`src/rtl/fgm_pkg.sv`:
```
package fgm_pkg;

  // register word offsets on the host register port
  localparam logic [7:0]  OFS_THERMAL_WORD       = 8'h08;
  localparam logic [7:0]  OFS_CELL_VOLTAGE_WORD  = 8'h09;
  localparam logic [7:0]  OFS_SENSED_CURRENT     = 8'h0a;
  localparam logic [7:0]  OFS_MEAN_CURRENT       = 8'h0b;
  localparam logic [7:0]  OFS_MEAN_CELL_VOLTAGE  = 8'h19;
  localparam logic [7:0]  OFS_VOLTAGE_PEAK       = 8'h1b;
  localparam logic [7:0]  OFS_CURRENT_PEAK       = 8'h1c;

  // power-up values
  localparam logic [15:0] VOLTAGE_PEAK_INIT      = 16'h00ff;
  localparam logic [15:0] CURRENT_PEAK_INIT      = 16'h807f;
  localparam logic [15:0] WORD_ZERO              = 16'h0000;

  // field positions inside the peak trackers
  localparam int          HIGH_FIELD_MSB         = 15;
  localparam int          HIGH_FIELD_LSB         = 8;
  localparam int          LOW_FIELD_MSB          = 7;
  localparam int          LOW_FIELD_LSB          = 0;

  // current word limits, 31.25 uA per code over +/-1.024 A
  localparam logic signed [15:0] CURRENT_POS_LIMIT = 16'sh7fff;
  localparam logic signed [15:0] CURRENT_NEG_LIMIT = -16'sh8000;

  // 160 mA peak step over 31.25 uA current code
  localparam logic signed [15:0] CURRENT_PEAK_STEP = 16'sh1400;

  // running average weight, new sample counts 1/2**AVG_SHIFT
  localparam int          AVG_SHIFT              = 3;

  // time-type word, 5.625 s per code
  localparam real         CLK_HZ                 = 50.0e6;
  localparam real         TIME_LSB_S             = 5.625;
  localparam int unsigned TIME_LSB_CYCLES        = int'(TIME_LSB_S * CLK_HZ);
  localparam logic [15:0] TIME_WORD_FULL         = 16'hffff;

endpackage : fgm_pkg

```
`src/rtl/fgm_peak_tracker.sv`:
```
`timescale 1ns/1ps
module fgm_peak_tracker
  import fgm_pkg::*;
#(
  parameter logic [15:0] INIT_WORD  = 16'h0000,
  parameter bit          SIGNED_CMP = 1'b0
) (
  // clock and reset
  input  wire logic        i_clk,
  input  wire logic        i_nrst,
  // sample commit
  input  wire logic        i_update,
  input  wire logic [7:0]  i_sample,
  // host write
  input  wire logic        i_wr,
  input  wire logic [15:0] i_wdata,
  // tracker word
  output logic      [15:0] o_word
);

  logic [7:0] high_reg;
  logic [7:0] low_reg;
  logic [7:0] high_next;
  logic [7:0] low_next;
  wire        rearm     = i_wr && (i_wdata == INIT_WORD);
  wire        above     = SIGNED_CMP ? ($signed(i_sample) > $signed(high_reg))
                                     : (i_sample > high_reg);
  wire        below     = SIGNED_CMP ? ($signed(i_sample) < $signed(low_reg))
                                     : (i_sample < low_reg);

  // host write wins over a sample in the same cycle
  always_comb begin
    high_next = high_reg;
    low_next  = low_reg;
    if (rearm) begin
      high_next = INIT_WORD[HIGH_FIELD_MSB:HIGH_FIELD_LSB];
      low_next  = INIT_WORD[LOW_FIELD_MSB:LOW_FIELD_LSB];
    end else if (i_wr) begin
      high_next = i_wdata[HIGH_FIELD_MSB:HIGH_FIELD_LSB];
      low_next  = i_wdata[LOW_FIELD_MSB:LOW_FIELD_LSB];
    end else if (i_update) begin
      if (above) begin
        high_next = i_sample;
      end
      if (below) begin
        low_next = i_sample;
      end
    end
  end

  always_ff @(posedge i_clk) begin
    if (!i_nrst) begin
      high_reg <= INIT_WORD[HIGH_FIELD_MSB:HIGH_FIELD_LSB];
      low_reg  <= INIT_WORD[LOW_FIELD_MSB:LOW_FIELD_LSB];
    end else begin
      high_reg <= high_next;
      low_reg  <= low_next;
    end
  end

  assign o_word = {high_reg, low_reg};

endmodule : fgm_peak_tracker

```
`src/rtl/fgm_meas_regs.sv`:
```
// What this block does
// - words keep their type format; elapsed word counts 5.625 s per code
// - percentage words read in whole percent from their upper byte alone
// - temperature words are signed, upper byte gives whole degrees
// - cell voltage word holds the battery sense pin voltage sample
// - mean cell voltage word is a running average of voltage samples
// - voltage tracker: highest in upper byte, lowest in lower, 20 mV steps
// - voltage tracker powers up as 0x00ff
// - each voltage sample raises highest or lowers lowest field as needed, unless a host tracker write lands in the same cycle
// - host write of 0x00ff re-arms the voltage tracker
// - sensed current word is signed, 31.25 uA per code
// - out-of-range current saturates at full scale, never wraps
// - mean current word is a running average of current samples
// - current tracker holds signed highest and lowest, 160 mA steps
// - current tracker powers up as 0x807f
// - host write of 0x807f re-arms the current tracker
// - thermal word follows thermistor or die per source select
// - source select low puts die temperature into thermal word
`timescale 1ns/1ps
module fgm_meas_regs
  import fgm_pkg::*;
#(
  parameter int unsigned ELAPSED_TICK_CYCLES = TIME_LSB_CYCLES
) (
  // clock and reset
  input  wire logic               I_CLK,
  input  wire logic               I_NRST,

  // voltage front end
  input  wire logic               I_VOLT_VALID,
  input  wire logic        [15:0] I_VOLT_SAMPLE,

  // current front end
  input  wire logic               I_CUR_VALID,
  input  wire logic signed [19:0] I_CUR_RAW,

  // temperature front end
  input  wire logic               I_DIE_VALID,
  input  wire logic        [15:0] I_DIE_THERMAL_WORD,
  input  wire logic               I_THERM_VALID,
  input  wire logic        [15:0] I_THERM_SAMPLE,
  input  wire logic               I_THERMAL_SOURCE_SELECT,

  // percentage word from the gauge core
  input  wire logic        [15:0] I_PERCENT_WORD,

  // host register port
  input  wire logic        [7:0]  I_REG_ADDR,
  input  wire logic               I_REG_WR,
  input  wire logic               I_REG_RD,
  input  wire logic        [15:0] I_REG_WDATA,
  output logic             [15:0] O_REG_RDATA,
  output logic                    O_REG_ACK,
  output logic                    O_REG_HIT,

  // whole-unit views and elapsed time word
  output logic             [7:0]  O_THERMAL_WHOLE_DEG,
  output logic             [7:0]  O_PERCENT_WHOLE,
  output logic             [15:0] O_ELAPSED_WORD
);

  // saturate a wide current code into the 16-bit word
  function automatic logic [15:0] sat_current(input logic signed [19:0] raw);
    logic [15:0] res;
    res = raw[15:0];
    if (raw > 20'(CURRENT_POS_LIMIT)) begin
      res = CURRENT_POS_LIMIT;
    end else if (raw < 20'(CURRENT_NEG_LIMIT)) begin
      res = CURRENT_NEG_LIMIT;
    end
    return res;
  endfunction : sat_current

  // one step of the running average, 17-bit signed math
  function automatic logic [15:0] avg_step(input logic signed [16:0] avg,
                                           input logic signed [16:0] smp);
    logic signed [16:0] diff;
    logic signed [16:0] sum;
    diff = smp - avg;
    sum  = avg + (diff >>> AVG_SHIFT);
    return sum[15:0];
  endfunction : avg_step

  // integer part of a 1/256-unit word
  function automatic logic [7:0] whole_part(input logic [15:0] w);
    return w[HIGH_FIELD_MSB:HIGH_FIELD_LSB];
  endfunction : whole_part

  // current code to 160 mA steps, truncated toward zero
  function automatic logic [7:0] current_to_peak(input logic signed [15:0] w);
    logic signed [15:0] q;
    q = w / CURRENT_PEAK_STEP;
    return q[7:0];
  endfunction : current_to_peak

  // measurement words
  logic [15:0] cell_voltage_word_reg;
  logic [15:0] cell_voltage_word_next;
  logic [15:0] mean_cell_voltage_word_reg;
  logic [15:0] mean_cell_voltage_word_next;
  logic        volt_seen_reg;
  logic [15:0] sensed_current_word_reg;
  logic [15:0] sensed_current_word_next;
  logic [15:0] mean_current_word_reg;
  logic [15:0] mean_current_word_next;
  logic        cur_seen_reg;
  logic [15:0] thermal_word_reg;
  logic [15:0] thermal_word_next;

  // elapsed timer
  logic [31:0] tick_cnt_reg;
  logic [31:0] tick_cnt_next;
  logic [15:0] elapsed_reg;
  logic [15:0] elapsed_next;

  // register read path
  logic [15:0] rdata_reg;
  logic        ack_reg;
  logic [7:0]  pct_whole_reg;
  logic [15:0] voltage_peak_tracker;
  logic [15:0] current_peak_tracker;

  // saturated current for this cycle
  wire  [15:0] cur_sat = sat_current(I_CUR_RAW);

  // thermal source choice
  wire         thermal_commit;
  wire  [15:0] thermal_sample;

  // register decode
  wire         sel_thermal  = (I_REG_ADDR == OFS_THERMAL_WORD);
  wire         sel_cell     = (I_REG_ADDR == OFS_CELL_VOLTAGE_WORD);
  wire         sel_current  = (I_REG_ADDR == OFS_SENSED_CURRENT);
  wire         sel_mean_cur = (I_REG_ADDR == OFS_MEAN_CURRENT);
  wire         sel_mean_vlt = (I_REG_ADDR == OFS_MEAN_CELL_VOLTAGE);
  wire         sel_vpeak    = (I_REG_ADDR == OFS_VOLTAGE_PEAK);
  wire         sel_cpeak    = (I_REG_ADDR == OFS_CURRENT_PEAK);
  wire         addr_hit     = sel_thermal | sel_cell | sel_current | sel_mean_cur
                            | sel_mean_vlt | sel_vpeak | sel_cpeak;
  wire         wr_vpeak     = I_REG_WR && sel_vpeak;
  wire         wr_cpeak     = I_REG_WR && sel_cpeak;

  // tracker inputs, converted by truncation
  wire  [7:0]  volt_peak_sample;
  wire  [7:0]  cur_peak_sample;

  // read mux, unmapped addresses read zero
  wire  [15:0] rd_mux;

  assign cell_voltage_word_next = I_VOLT_VALID ? I_VOLT_SAMPLE : cell_voltage_word_reg;

  assign mean_cell_voltage_word_next =
    !I_VOLT_VALID  ? mean_cell_voltage_word_reg :
    !volt_seen_reg ? I_VOLT_SAMPLE :
    avg_step({1'b0, mean_cell_voltage_word_reg}, {1'b0, I_VOLT_SAMPLE});

  assign sensed_current_word_next = I_CUR_VALID ? cur_sat : sensed_current_word_reg;

  assign mean_current_word_next =
    !I_CUR_VALID  ? mean_current_word_reg :
    !cur_seen_reg ? cur_sat :
    avg_step({mean_current_word_reg[15], mean_current_word_reg},
             {cur_sat[15], cur_sat});

  assign thermal_commit = I_THERMAL_SOURCE_SELECT ? I_THERM_VALID : I_DIE_VALID;
  assign thermal_sample = I_THERMAL_SOURCE_SELECT ? I_THERM_SAMPLE : I_DIE_THERMAL_WORD;
  assign thermal_word_next = thermal_commit ? thermal_sample : thermal_word_reg;

  assign tick_cnt_next = (tick_cnt_reg == 32'(ELAPSED_TICK_CYCLES - 1)) ? 32'h0000_0000
                                                                       : tick_cnt_reg + 32'h1;
  assign elapsed_next  = ((tick_cnt_reg == 32'(ELAPSED_TICK_CYCLES - 1))
                         && (elapsed_reg != TIME_WORD_FULL)) ? elapsed_reg + 16'h0001
                                                             : elapsed_reg;

  assign volt_peak_sample = whole_part(I_VOLT_SAMPLE);

  assign cur_peak_sample = current_to_peak(cur_sat);

  assign rd_mux =
    sel_thermal  ? thermal_word_reg :
    sel_cell     ? cell_voltage_word_reg :
    sel_current  ? sensed_current_word_reg :
    sel_mean_cur ? mean_current_word_reg :
    sel_mean_vlt ? mean_cell_voltage_word_reg :
    sel_vpeak    ? voltage_peak_tracker :
    sel_cpeak    ? current_peak_tracker :
    WORD_ZERO;

  // measurement word storage
  always_ff @(posedge I_CLK) begin
    if (!I_NRST) begin
      cell_voltage_word_reg <= WORD_ZERO;
    end else begin
      cell_voltage_word_reg <= cell_voltage_word_next;
    end
  end

  always_ff @(posedge I_CLK) begin
    if (!I_NRST) begin
      mean_cell_voltage_word_reg <= WORD_ZERO;
    end else begin
      mean_cell_voltage_word_reg <= mean_cell_voltage_word_next;
    end
  end

  // first sample loads the average, no slow ramp up from zero
  always_ff @(posedge I_CLK) begin
    if (!I_NRST) begin
      volt_seen_reg <= 1'b0;
    end else begin
      volt_seen_reg <= volt_seen_reg | I_VOLT_VALID;
    end
  end

  always_ff @(posedge I_CLK) begin
    if (!I_NRST) begin
      sensed_current_word_reg <= WORD_ZERO;
    end else begin
      sensed_current_word_reg <= sensed_current_word_next;
    end
  end

  always_ff @(posedge I_CLK) begin
    if (!I_NRST) begin
      mean_current_word_reg <= WORD_ZERO;
    end else begin
      mean_current_word_reg <= mean_current_word_next;
    end
  end

  always_ff @(posedge I_CLK) begin
    if (!I_NRST) begin
      cur_seen_reg <= 1'b0;
    end else begin
      cur_seen_reg <= cur_seen_reg | I_CUR_VALID;
    end
  end

  always_ff @(posedge I_CLK) begin
    if (!I_NRST) begin
      thermal_word_reg <= WORD_ZERO;
    end else begin
      thermal_word_reg <= thermal_word_next;
    end
  end

  // free-running, starts after reset release
  always_ff @(posedge I_CLK) begin
    if (!I_NRST) begin
      tick_cnt_reg <= 32'h0000_0000;
    end else begin
      tick_cnt_reg <= tick_cnt_next;
    end
  end

  always_ff @(posedge I_CLK) begin
    if (!I_NRST) begin
      elapsed_reg <= WORD_ZERO;
    end else begin
      elapsed_reg <= elapsed_next;
    end
  end

  // read data registered so the port sees a stable word
  always_ff @(posedge I_CLK) begin
    if (!I_NRST) begin
      rdata_reg <= WORD_ZERO;
    end else begin
      rdata_reg <= I_REG_RD ? rd_mux : rdata_reg;
    end
  end

  always_ff @(posedge I_CLK) begin
    if (!I_NRST) begin
      ack_reg <= 1'b0;
    end else begin
      ack_reg <= I_REG_RD;
    end
  end

  // percent byte from a flop, one cycle behind the core word
  always_ff @(posedge I_CLK) begin
    if (!I_NRST) begin
      pct_whole_reg <= whole_part(WORD_ZERO);
    end else begin
      pct_whole_reg <= whole_part(I_PERCENT_WORD);
    end
  end

  fgm_peak_tracker #(
    .INIT_WORD  (VOLTAGE_PEAK_INIT),
    .SIGNED_CMP (1'b0)
  ) u_voltage_peak (
    .i_clk    (I_CLK),
    .i_nrst   (I_NRST),
    .i_update (I_VOLT_VALID),
    .i_sample (volt_peak_sample),
    .i_wr     (wr_vpeak),
    .i_wdata  (I_REG_WDATA),
    .o_word   (voltage_peak_tracker)
  );

  fgm_peak_tracker #(
    .INIT_WORD  (CURRENT_PEAK_INIT),
    .SIGNED_CMP (1'b1)
  ) u_current_peak (
    .i_clk    (I_CLK),
    .i_nrst   (I_NRST),
    .i_update (I_CUR_VALID),
    .i_sample (cur_peak_sample),
    .i_wr     (wr_cpeak),
    .i_wdata  (I_REG_WDATA),
    .o_word   (current_peak_tracker)
  );

  // outputs
  assign O_REG_RDATA         = rdata_reg;
  assign O_REG_ACK           = ack_reg;
  assign O_REG_HIT           = addr_hit;

  assign O_THERMAL_WHOLE_DEG = whole_part(thermal_word_reg);

  assign O_PERCENT_WHOLE     = pct_whole_reg;

  assign O_ELAPSED_WORD      = elapsed_reg;

endmodule : fgm_meas_regs

```
`config.mk`:
```
export PLATFORM = sky130hd
export DESIGN_NAME = fgm_meas_regs
export DESIGN_NICKNAME = d
export VERILOG_FILES = /design/src/rtl/fgm_pkg.sv /design/src/rtl/fgm_peak_tracker.sv /design/src/rtl/fgm_meas_regs.sv
export SDC_FILE = /design/constraint.sdc
export NUM_CORES = 1
export LEC_CHECK = 0
export BUFFER_PORTS_ARGS = -buffer_cell sky130_fd_sc_hd__buf_2
export CELL_PAD_IN_SITES_DETAIL_PLACEMENT = 1
export CELL_PAD_IN_SITES_GLOBAL_PLACEMENT = 1
export CORE_ASPECT_RATIO = 1.2
export CORE_MARGIN = 5
export CORE_UTILIZATION = 40
export DETAILED_ROUTE_END_ITERATION = 7
export GPL_TIMING_DRIVEN = 0
export PLACE_DENSITY_LB_ADDON = 0.1
export SYNTH_ARGS = -nofsm -noshare
export SYNTH_HDL_FRONTEND = slang
export SYNTH_SLANG_ARGS = --single-unit
```
`constraint.sdc`:
```
create_clock -name I_CLK -period 5.9 [get_ports I_CLK]
set_input_delay 0.59 -clock I_CLK [delete_from_list [all_inputs] [get_ports I_CLK]]
set_output_delay 0.59 -clock I_CLK [all_outputs]
set_load 0.005 [all_outputs]
```
* Word-level counts from Yosys, hierarchy flattened
Cells that the tools add are included. W data, S select, Z words.
Storage, ports and cells: bits in registers 187, input bits 117, output and inout bits 50, word-level logic and storage cells 92
Cells by class: $add $sub $neg 6, div/mod/pow operators 1, order comparisons 6, equality and inequality tests 11, multiplexer cells 25, bitwise operators 9, reduce and logical (&&, ||, !) cells 18
Operator list (count):
- $mux W16 | 12
- $mux W8 | 12
- $sub A16 B16 Y17 | 2
- $add A16 B14 Y16 | 2
- $add A32 B1 Y32 const B | 1
- $eq A32 B29 Y1 const B | 1
- $eq A8 B4 Y1 const B | 4
- $eq A8 B5 Y1 const B | 3
- $gt A20 B16 Y1 const B | 1
- $lt A20 B16 Y1 const B | 1
- $add A16 B1 Y16 const B | 1
- $div A16 B14 Y16 const B | 1
- $eq A16 B16 Y1 const B | 1
- $eq A16 B8 Y1 const B | 1
- $gt A8 B8 Y1 | 2
- $lt A8 B8 Y1 | 2
- $ne A16 B16 Y1 const B | 1
- $reduce_bool A2 Y1 | 6
- $or A1 B1 Y1 | 8
- $reduce_and A2 Y1 | 4
- $reduce_or A2 Y1 | 3
- $logic_and A1 B1 Y1 | 5
- $mux W1 | 1
- $not A1 Y1 | 1

* Depth between registers and ports, before layout
Gate-level depths: netlist (run 1).
depth after elaboration 8, depth in mapped cells 27, depth with buffers taken out 24

* Hierarchy
A second synthesis (run 1) with hierarchy kept.
Second synthesis, totals: cells, all modules 1545, area, all modules 12603.3 um^2
By module, submodules not included:
- fgm_meas_regs | instances 1, cells an instance 1239, area each 10064.7 um^2, seq. area each 3103.0 um^2
- fgm_peak_tracker (u_current_peak) | instances 1, cells an instance 166, area each 1316.3 um^2, seq. area each 320.3 um^2
- fgm_peak_tracker (u_voltage_peak) | instances 1, cells an instance 140, area each 1222.4 um^2, seq. area each 320.3 um^2

* Worst setup path after synthesis (run 1)
No wires, ideal clock.
path type input port to flip-flop, start in I_CUR_RAW[18], end reg u_current_peak.high_reg[2], setup time 0.086 ns, data arrival time 5.760 ns, data required time 5.814 ns, setup slack 0.054 ns, stages 27, cell sequence nor4_2 nor2_1 clkbuf_1 a21oi_1 ha_1 clkbuf_1 inv_1 or4_1 nand3_1 mux2i_1 nor4_1 nor3_1 ha_1 inv_1 mux2i_1 ha_1 nor2b_1 o21a_1 o21a_1 o21a_1 o21a_1 o21ai_0 a21oi_1 o21a_1 clkbuf_1 mux2i_1 a211oi_1
On the way: longest elaborated chain between the ends 7, elaborated cells on any way between the ends 11, classes of those cells 1 x div; 3 x order compare; 5 x mux; 2 x reduce/logical
RTL lines:
- start, declared | RTL line fgm_meas_regs.sv:35 | input wire logic signed [19:0] I_CUR_RAW,
- $lt A20 B16 Y1 | RTL line fgm_meas_regs.sv:68 | end else if (raw < 20'(CURRENT_NEG_LIMIT)) begin
- $mux W16 | RTL line fgm_meas_regs.sv:68
- $mux W16 * | RTL line fgm_meas_regs.sv:66 | if (raw > 20'(CURRENT_POS_LIMIT)) begin
- $div A16 B14 Y16 * | RTL line fgm_meas_regs.sv:92 | q = w / CURRENT_PEAK_STEP;
- $gt A8 B8 Y1 / $mux W8 (equally long branches) | RTL line fgm_peak_tracker.sv:26, fgm_peak_tracker.sv:42
- $reduce_bool A2 Y1 (no line) / $mux W8 (equally long branches)
- $reduce_and A2 Y1 (no line) / $mux W8 (equally long branches)
- end signal, assigned | RTL line fgm_peak_tracker.sv:53 | high_reg <= INIT_WORD[HIGH_FIELD_MSB:HIGH_FIELD_LSB];
- end signal, assigned | RTL line fgm_peak_tracker.sv:56 | high_reg <= high_next;
- end, declared | RTL line fgm_peak_tracker.sv:21 | logic [7:0] high_reg;
Every way passes the cells marked *; elsewhere a longest branch is shown, timed or not. The select of a mux whose other input is x is not followed. A chain may end at the register's enable or synchronous reset.

* Worst setup path after layout (run 1)
start in I_CUR_RAW[18], end reg u_current_peak.high_reg[5]
Same word-level chain as after synthesis.

==> flow_summary.ini, run 1 <==
[status]
outcome = complete, no violations

[setup_path]
crit_arrival_ns = 5.96
cp-startpoint = I_CUR_RAW[18]
r2r_start = mean_cell_voltage_word_reg[1]
crit_fanout = 10
r2r_slack_ns = 0.91
startpoint_type = input pin
critPathRequiredTime_ns = 6.25
cp-end-kind = register
crit_type = input pin to register

[cells_and_area]
final_common_cell = nor2_1
antennaDiodeCount = 0
fin_nets = 1938
drive_gt1_share_pct = 14.39
area_delta_synth_final_pct = 16.32
layout_common_cells = nor2_1, dfxtp_1, buf_2
fin_util_pct = 47.29
largest_register_ffs = 32
instances_no_fill = 2133

[floorplan]
die_y_um = 203.4
die_x_um = 171.1
row_count = 70
initial_utilization_pct = 40.66
dieArea_mm2 = 0.03480
core_mm2 = 0.03065
boundaryPins = 167

[power_and_ir_drop]
p_per_area_mw_per_mm2 = 270.2
power.switching_uw = 1401
p_leak_uw = 0.006238
peakVddDrop_uv = 175.7
p_seq_share_pct = 36.5
finalPower_uw = 3918
swShare_pct = 35.77
pwr-share-clk_pct = 29.9
intPower_uw = 2517
p_comb_share_pct = 33.7

[timing]
slew_violations = 0
fmax_ghz = 0.1783
finalCritPeriodShare_pct = 95.04
period_needed_ns = 5.607
setup_tns_ns = 0
worst_pin_slew_ns = 1.304
final_hold_viol_count = 0
maxSlewHeadroom_pct = 11.90
fin_skew_ns = 0.01318
setup_slack_ns = 0.2925
setup_viol = 0

[global_route]
grtUsageTotal_pct = 25.02
grt_pass1_vias = 12575
grt_pass1_wl_um = 68860
antenna_found_initial = 2
grt_max_degree = 18
grt_overflow = 0

[cts]
cts_sinks = 187
cts_root_buffer = clkbuf_16
htree_levels = 4
cts.clk_slew.worst_paths_ns = 0.07
cts_buffers = 17
cts_tree = built
clockBufferDepth = 2
hold_buffers = 0
clk_latency_ns = 0.45

[drt]
drtIter0Drc = 528
wl_per_cell_um = 20.74
drc = 0
wl_met1_um = 19150
ant_nets = 0
drt-vias-per-instance = 5.609
routed.top_layer = met5
wl_met3_um = 1291
drtPass1Iterations = 5
wl_met2_um = 22640
num_vias = 11965
routed_wl_um = 44240

[synthesis]
syn_avg_cell_area_um2 = 8.046
syn_area_mm2 = 0.01246
synth_edf_count = 0
syn-instance-count = 1549
yosysSeqAreaShare_pct = 30.04
ys.warnings.count = 0
synth_seq_cells = 187
ys_async_sr_fraction_pct = 0
synth_ff_type = dfxtp_1
ys_types = 74
syn_nets = 1763

[placement]
dp.cells = 2098
gp_congestion = 0.9447
pre_cts_slack_ns = -1.966
hpwl_um = 35410
io_buffers = 153

[worst_hold_path]
min_from = I_PERCENT_WORD[11]
holdCritPathClass = input pin to register

[run]
cap_violations = 0
==> layer usage <==
layer	vias to the layer above	track usage, %
met5	-	0
met2	210	45.37
met1	5822	30.77
li1	5860	-
met3	69	3.296
met4	4	7.133
==> cell usage after synthesis, types with 4 or more instances <==
library cell | number | share of area [%]
a211oi_1 | 81 | 4.9
mux2i_1 | 72 | 5.8
buf_1 | 16 | 0.48
inv_1 | 102 | 3.1
o211ai_1 | 16 | 0.96
ha_1 | 95 | 9.5
nor2_1 | 236 | 7.1
nand4_1 | 15 | 0.75
clkbuf_1 | 65 | 2.0
xor2_1 | 29 | 2.0
o21bai_1 | 4 | 0.24
o22ai_1 | 7 | 0.35
o41ai_1 | 4 | 0.28
a21o_1 | 32 | 1.9
nand3_1 | 41 | 1.6
mux2_2 | 4 | 0.36
mux4_2 | 8 | 1.4
nor4_1 | 9 | 0.45
o21ai_0 | 73 | 2.9
and3_1 | 19 | 0.95
a31oi_1 | 9 | 0.45
xnor2_1 | 57 | 4.0
or2_2 | 4 | 0.20
a21boi_0 | 5 | 0.30
nor2b_1 | 12 | 0.60
nand2_1 | 53 | 1.6
nor3_1 | 37 | 1.5
o31ai_1 | 4 | 0.24
o21a_1 | 14 | 0.84
or3_1 | 10 | 0.50
dfxtp_1 | 187 | 30
and2_1 | 19 | 0.95
buf_4 | 8 | 0.48
a21oi_1 | 120 | 4.8
nand2b_1 | 16 | 0.80
==> final cells by class <==
class / instances / area, um^2
fill: 3811 / 16160
multi-input combinational: 1170 / 8127
sequential: 187 / 3744
timing repair buffer: 158 / 803.3
tap: 396 / 495.5
clock buffer: 18 / 439.2
inverter: 103 / 386.6
buffer: 87 / 365.4
clock inverter: 14 / 137.6
==> worst max-delay path: stages <==
cell	delay (ns)
buf_2	0.13
nor4_4	0.33
nor2_2	0.14
clkbuf_4	0.22
a21oi_4	0.14
ha_1	0.20
clkbuf_4	0.21
inv_1	0.07
or4_1	0.56
nand3_4	0.13
buf_4	0.13
nand2_2	0.07
a22oi_2	0.27
nor3_4	0.08
ha_1	0.29
inv_1	0.06
mux2i_4	0.24
ha_1	0.30
nor2b_1	0.13
o21a_1	0.18
o21a_1	0.18
o21a_1	0.17
o21a_1	0.17
o21ai_0	0.15
a21oi_1	0.14
o21a_2	0.30
mux2i_1	0.14
a211oi_1	0.25
==> path summary, 6_finish.rpt <==
check / to / cells past startpoint
max: u_current_peak.high_reg[5] / 28
min: O_PERCENT_WHOLE[3] / 2
max reg2reg: mean_cell_voltage_word_reg[15] / 18
min reg2reg: tick_cnt_reg[0] / 1
==> cell families after synthesis <==
group           share of synthesized area, %
mux                                    7.590
flops                                  30.04
fa+ha+maj                              9.939
simple gates                           19.27
buf+inv                                6.023
compound gates                         21.10
xor+xnor                               6.044
==> per-stage QoR <==
step	hold slack, ns	area (um^2)
floorplan	0.4132	12460
global placement	0.4270	13720
detailed placement	0.4372	13720
CTS	0.3320	14390
global route	0.3345	14500
finish	0.3473	14500
==> power groups by stage <==
stage                     clock network [uW]  registers [uW]  logic [uW]
after floorplan                            0            1410         949
after global placement                     0            1450        1240
after detailed placement                   0            1460        1280
after CTS                               1180            1430        1300
after global routing                    1240            1440        1470
final                                   1170            1430        1320
==> what timing repair did <==
action | in CTS | in global routing
cloned | 0 | 0
pin swaps | 1 | 5
setup buffers | 1 | 4
resized for setup | 17 | 17
endpoints found under the setup margin | 17 | 15
No activity file was read; power rests on OpenSTA's default activity.
==> run 2, diff against run 1 <==
--- a/config.mk
+++ b/config.mk
@@ -14,6 +14,7 @@
 export DETAILED_ROUTE_END_ITERATION = 7
 export GPL_TIMING_DRIVEN = 0
 export PLACE_DENSITY_LB_ADDON = 0.1
+export RECOVER_POWER = 25
 export SYNTH_ARGS = -nofsm -noshare
 export SYNTH_HDL_FRONTEND = slang
 export SYNTH_SLANG_ARGS = --single-unit
==> flow_summary.ini, run 2 (synthesis gave the netlist of run 1 again) <==
[floorplan]
dieArea_mm2 = 0.03480
row_count = 70
core_mm2 = 0.03065
die_y_um = 203.4
die_x_um = 171.1
initial_utilization_pct = 40.66
boundaryPins = 167

[cells_and_area]
layout_common_cells = nor2_1, dfxtp_1, buf_2
antennaDiodeCount = 0
fin_nets = 1938
instances_no_fill = 2133
final_common_cell = nor2_1
largest_register_ffs = 32
area_delta_synth_final_pct = 16.07
fillCellCount = 3825
drive_gt1_share_pct = 12.84

[worst_hold_path]
min_to = O_PERCENT_WHOLE[3]
min_path_cells = 2
min_from = I_PERCENT_WORD[11]
holdCritPathClass = input pin to register

[power_and_ir_drop]
power.switching_uw = 1401
pwr-share-clk_pct = 29.9
p_leak_uw = 0.006136
intPower_uw = 2515
swShare_pct = 35.78
peakVddDrop_uv = 175.4
p_comb_share_pct = 33.7
p_per_area_mw_per_mm2 = 270.7
p_seq_share_pct = 36.5

[status]
outcome = complete, no violations

[cts]
cts_root_buffer = clkbuf_16
clk_latency_ns = 0.45
clockBufferDepth = 2
cts_sinks = 187
hold_buffers = 0
cts_buffers = 17
cts_tree = built
cts.clk_slew.worst_paths_ns = 0.07
htree_levels = 4

[setup_path]
cpMostUsedCell = o21a_1
crit_arrival_ns = 5.96
crit_type = input pin to register
cp-startpoint = I_CUR_RAW[18]
critPathRequiredTime_ns = 6.25
slowest_stage = or4_1
cp-end-kind = register
reg2regPathDepth = 18
r2r_slack_ns = 0.91
critPathBufInv = 6
critical-path-max-stage-delay_ns = 0.56
crit_fanout = 10
r2r-end = mean_cell_voltage_word_reg[15]
startpoint_type = input pin
r2r_start = mean_cell_voltage_word_reg[1]
critPathTopFamily = compound AO/OA/AOI/OAI gates

[timing]
slew_violations = 0
fin_skew_ns = 0.01242
final_hold_viol_count = 0
setup_viol = 0
period_needed_ns = 5.609
finalCritPeriodShare_pct = 95.06
maxSlewHeadroom_pct = 12.71
fmax_ghz = 0.1783
worst_pin_slew_ns = 1.292
hold_slack_ns = 0.3489

[global_route]
grt_pass1_wl_um = 68860
grtUsageTotal_pct = 25.02
grt_pass1_vias = 12575
antenna_found_initial = 2
grt_max_degree = 18
grt_overflow = 0

[drt]
drtIter0Drc = 533
drt-vias-per-instance = 5.616
ant_nets = 0
drc = 0
routed_wl_um = 44190
wl_per_cell_um = 20.72
drtPass1Iterations = 5
num_vias = 11979

[run]
cap_violations = 0

[placement]
hpwl_um = 35410
dp.cells = 2098
gp_congestion = 0.9447
io_buffers = 153
==> run 2: cell types whose count changed in the layout (fill, tap and decap cells not counted) <==
| cell | delta |
|---|---|
| mux2_1 | +1 |
| clkbuf_1 | +25 |
| mux2_2 | -1 |
| buf_4 | -5 |
| buf_2 | -25 |
| clkbuf_4 | +5 |
| inv_1 | +1 |
| inv_2 | -1 |
==> run 2: per-stage QoR <==
stage / power [uW] / cell area (um^2) / worst slack, ns / util, % / TNS, ns
after floorplan: 2364 / 12460 / 0.05431 / - / 0
after global placement: 2692 / 13720 / -1.828 / 44.77 / -27.59
after detailed placement: 2736 / 13720 / -1.966 / 44.77 / -30.01
after CTS: 3913 / 14390 / 0.002684 / 46.94 / 0
after global routing: 4141 / 14470 / -0.008667 / 47.19 / -0.01039
final: 3916 / 14470 / 0.2913 / 47.19 / 0
==> run 2: final cells by class <==
type	count	area (um^2)	area share (%)
buffer	87	365.4	2.526
clock buffer	18	439.2	3.036
clock inverter	14	137.6	0.9514
inverter	103	386.6	2.673
multi-input combinational	1170	8127	56.18
sequential	187	3744	25.88
tap	396	495.5	3.425
timing repair buffer	158	772.0	5.336
==> run 2: power by group through the flow <==
| stage | logic [uW] | clock network (uW) | registers (uW) |
|---|---|---|---|
| after floorplan | 949 | 0 | 1410 |
| after detailed placement | 1280 | 0 | 1460 |
| after global placement | 1240 | 0 | 1450 |
| after CTS | 1300 | 1180 | 1430 |
| after global routing | 1470 | 1240 | 1440 |
| final | 1320 | 1170 | 1430 |
==> run 2: worst max-delay path by stage <==
stage                     slack, ns  cells past startpoint                          to
after floorplan                0.05                     27  u_current_peak.high_reg[2]
after global placement        -1.83                     24   u_current_peak.low_reg[6]
after detailed placement      -1.97                     24   u_current_peak.low_reg[5]
after CTS                     0.003                     28  u_current_peak.high_reg[2]
after global routing         -0.009                     27  u_current_peak.high_reg[3]
final                          0.29                     28  u_current_peak.high_reg[5]
==> run 2: timing repair <==
item	4_1_cts	5_1_grt
setup buffers	1	4
cloned	0	0
endpoints found under the setup margin	17	15
resized for setup	17	17
pin swaps	1	5
==> run 2: per-layer routing <==
layer	vias to the layer above	part of all wire [%]	GRT usage, %	wire, um
met2	220	51	45.37	22590
met3	65	3.2	3.296	1399
met4	4	2.5	7.133	1107
met1	5828	43	30.77	19060
met5	-	0.061	0	27
li1	5862	-	-	-
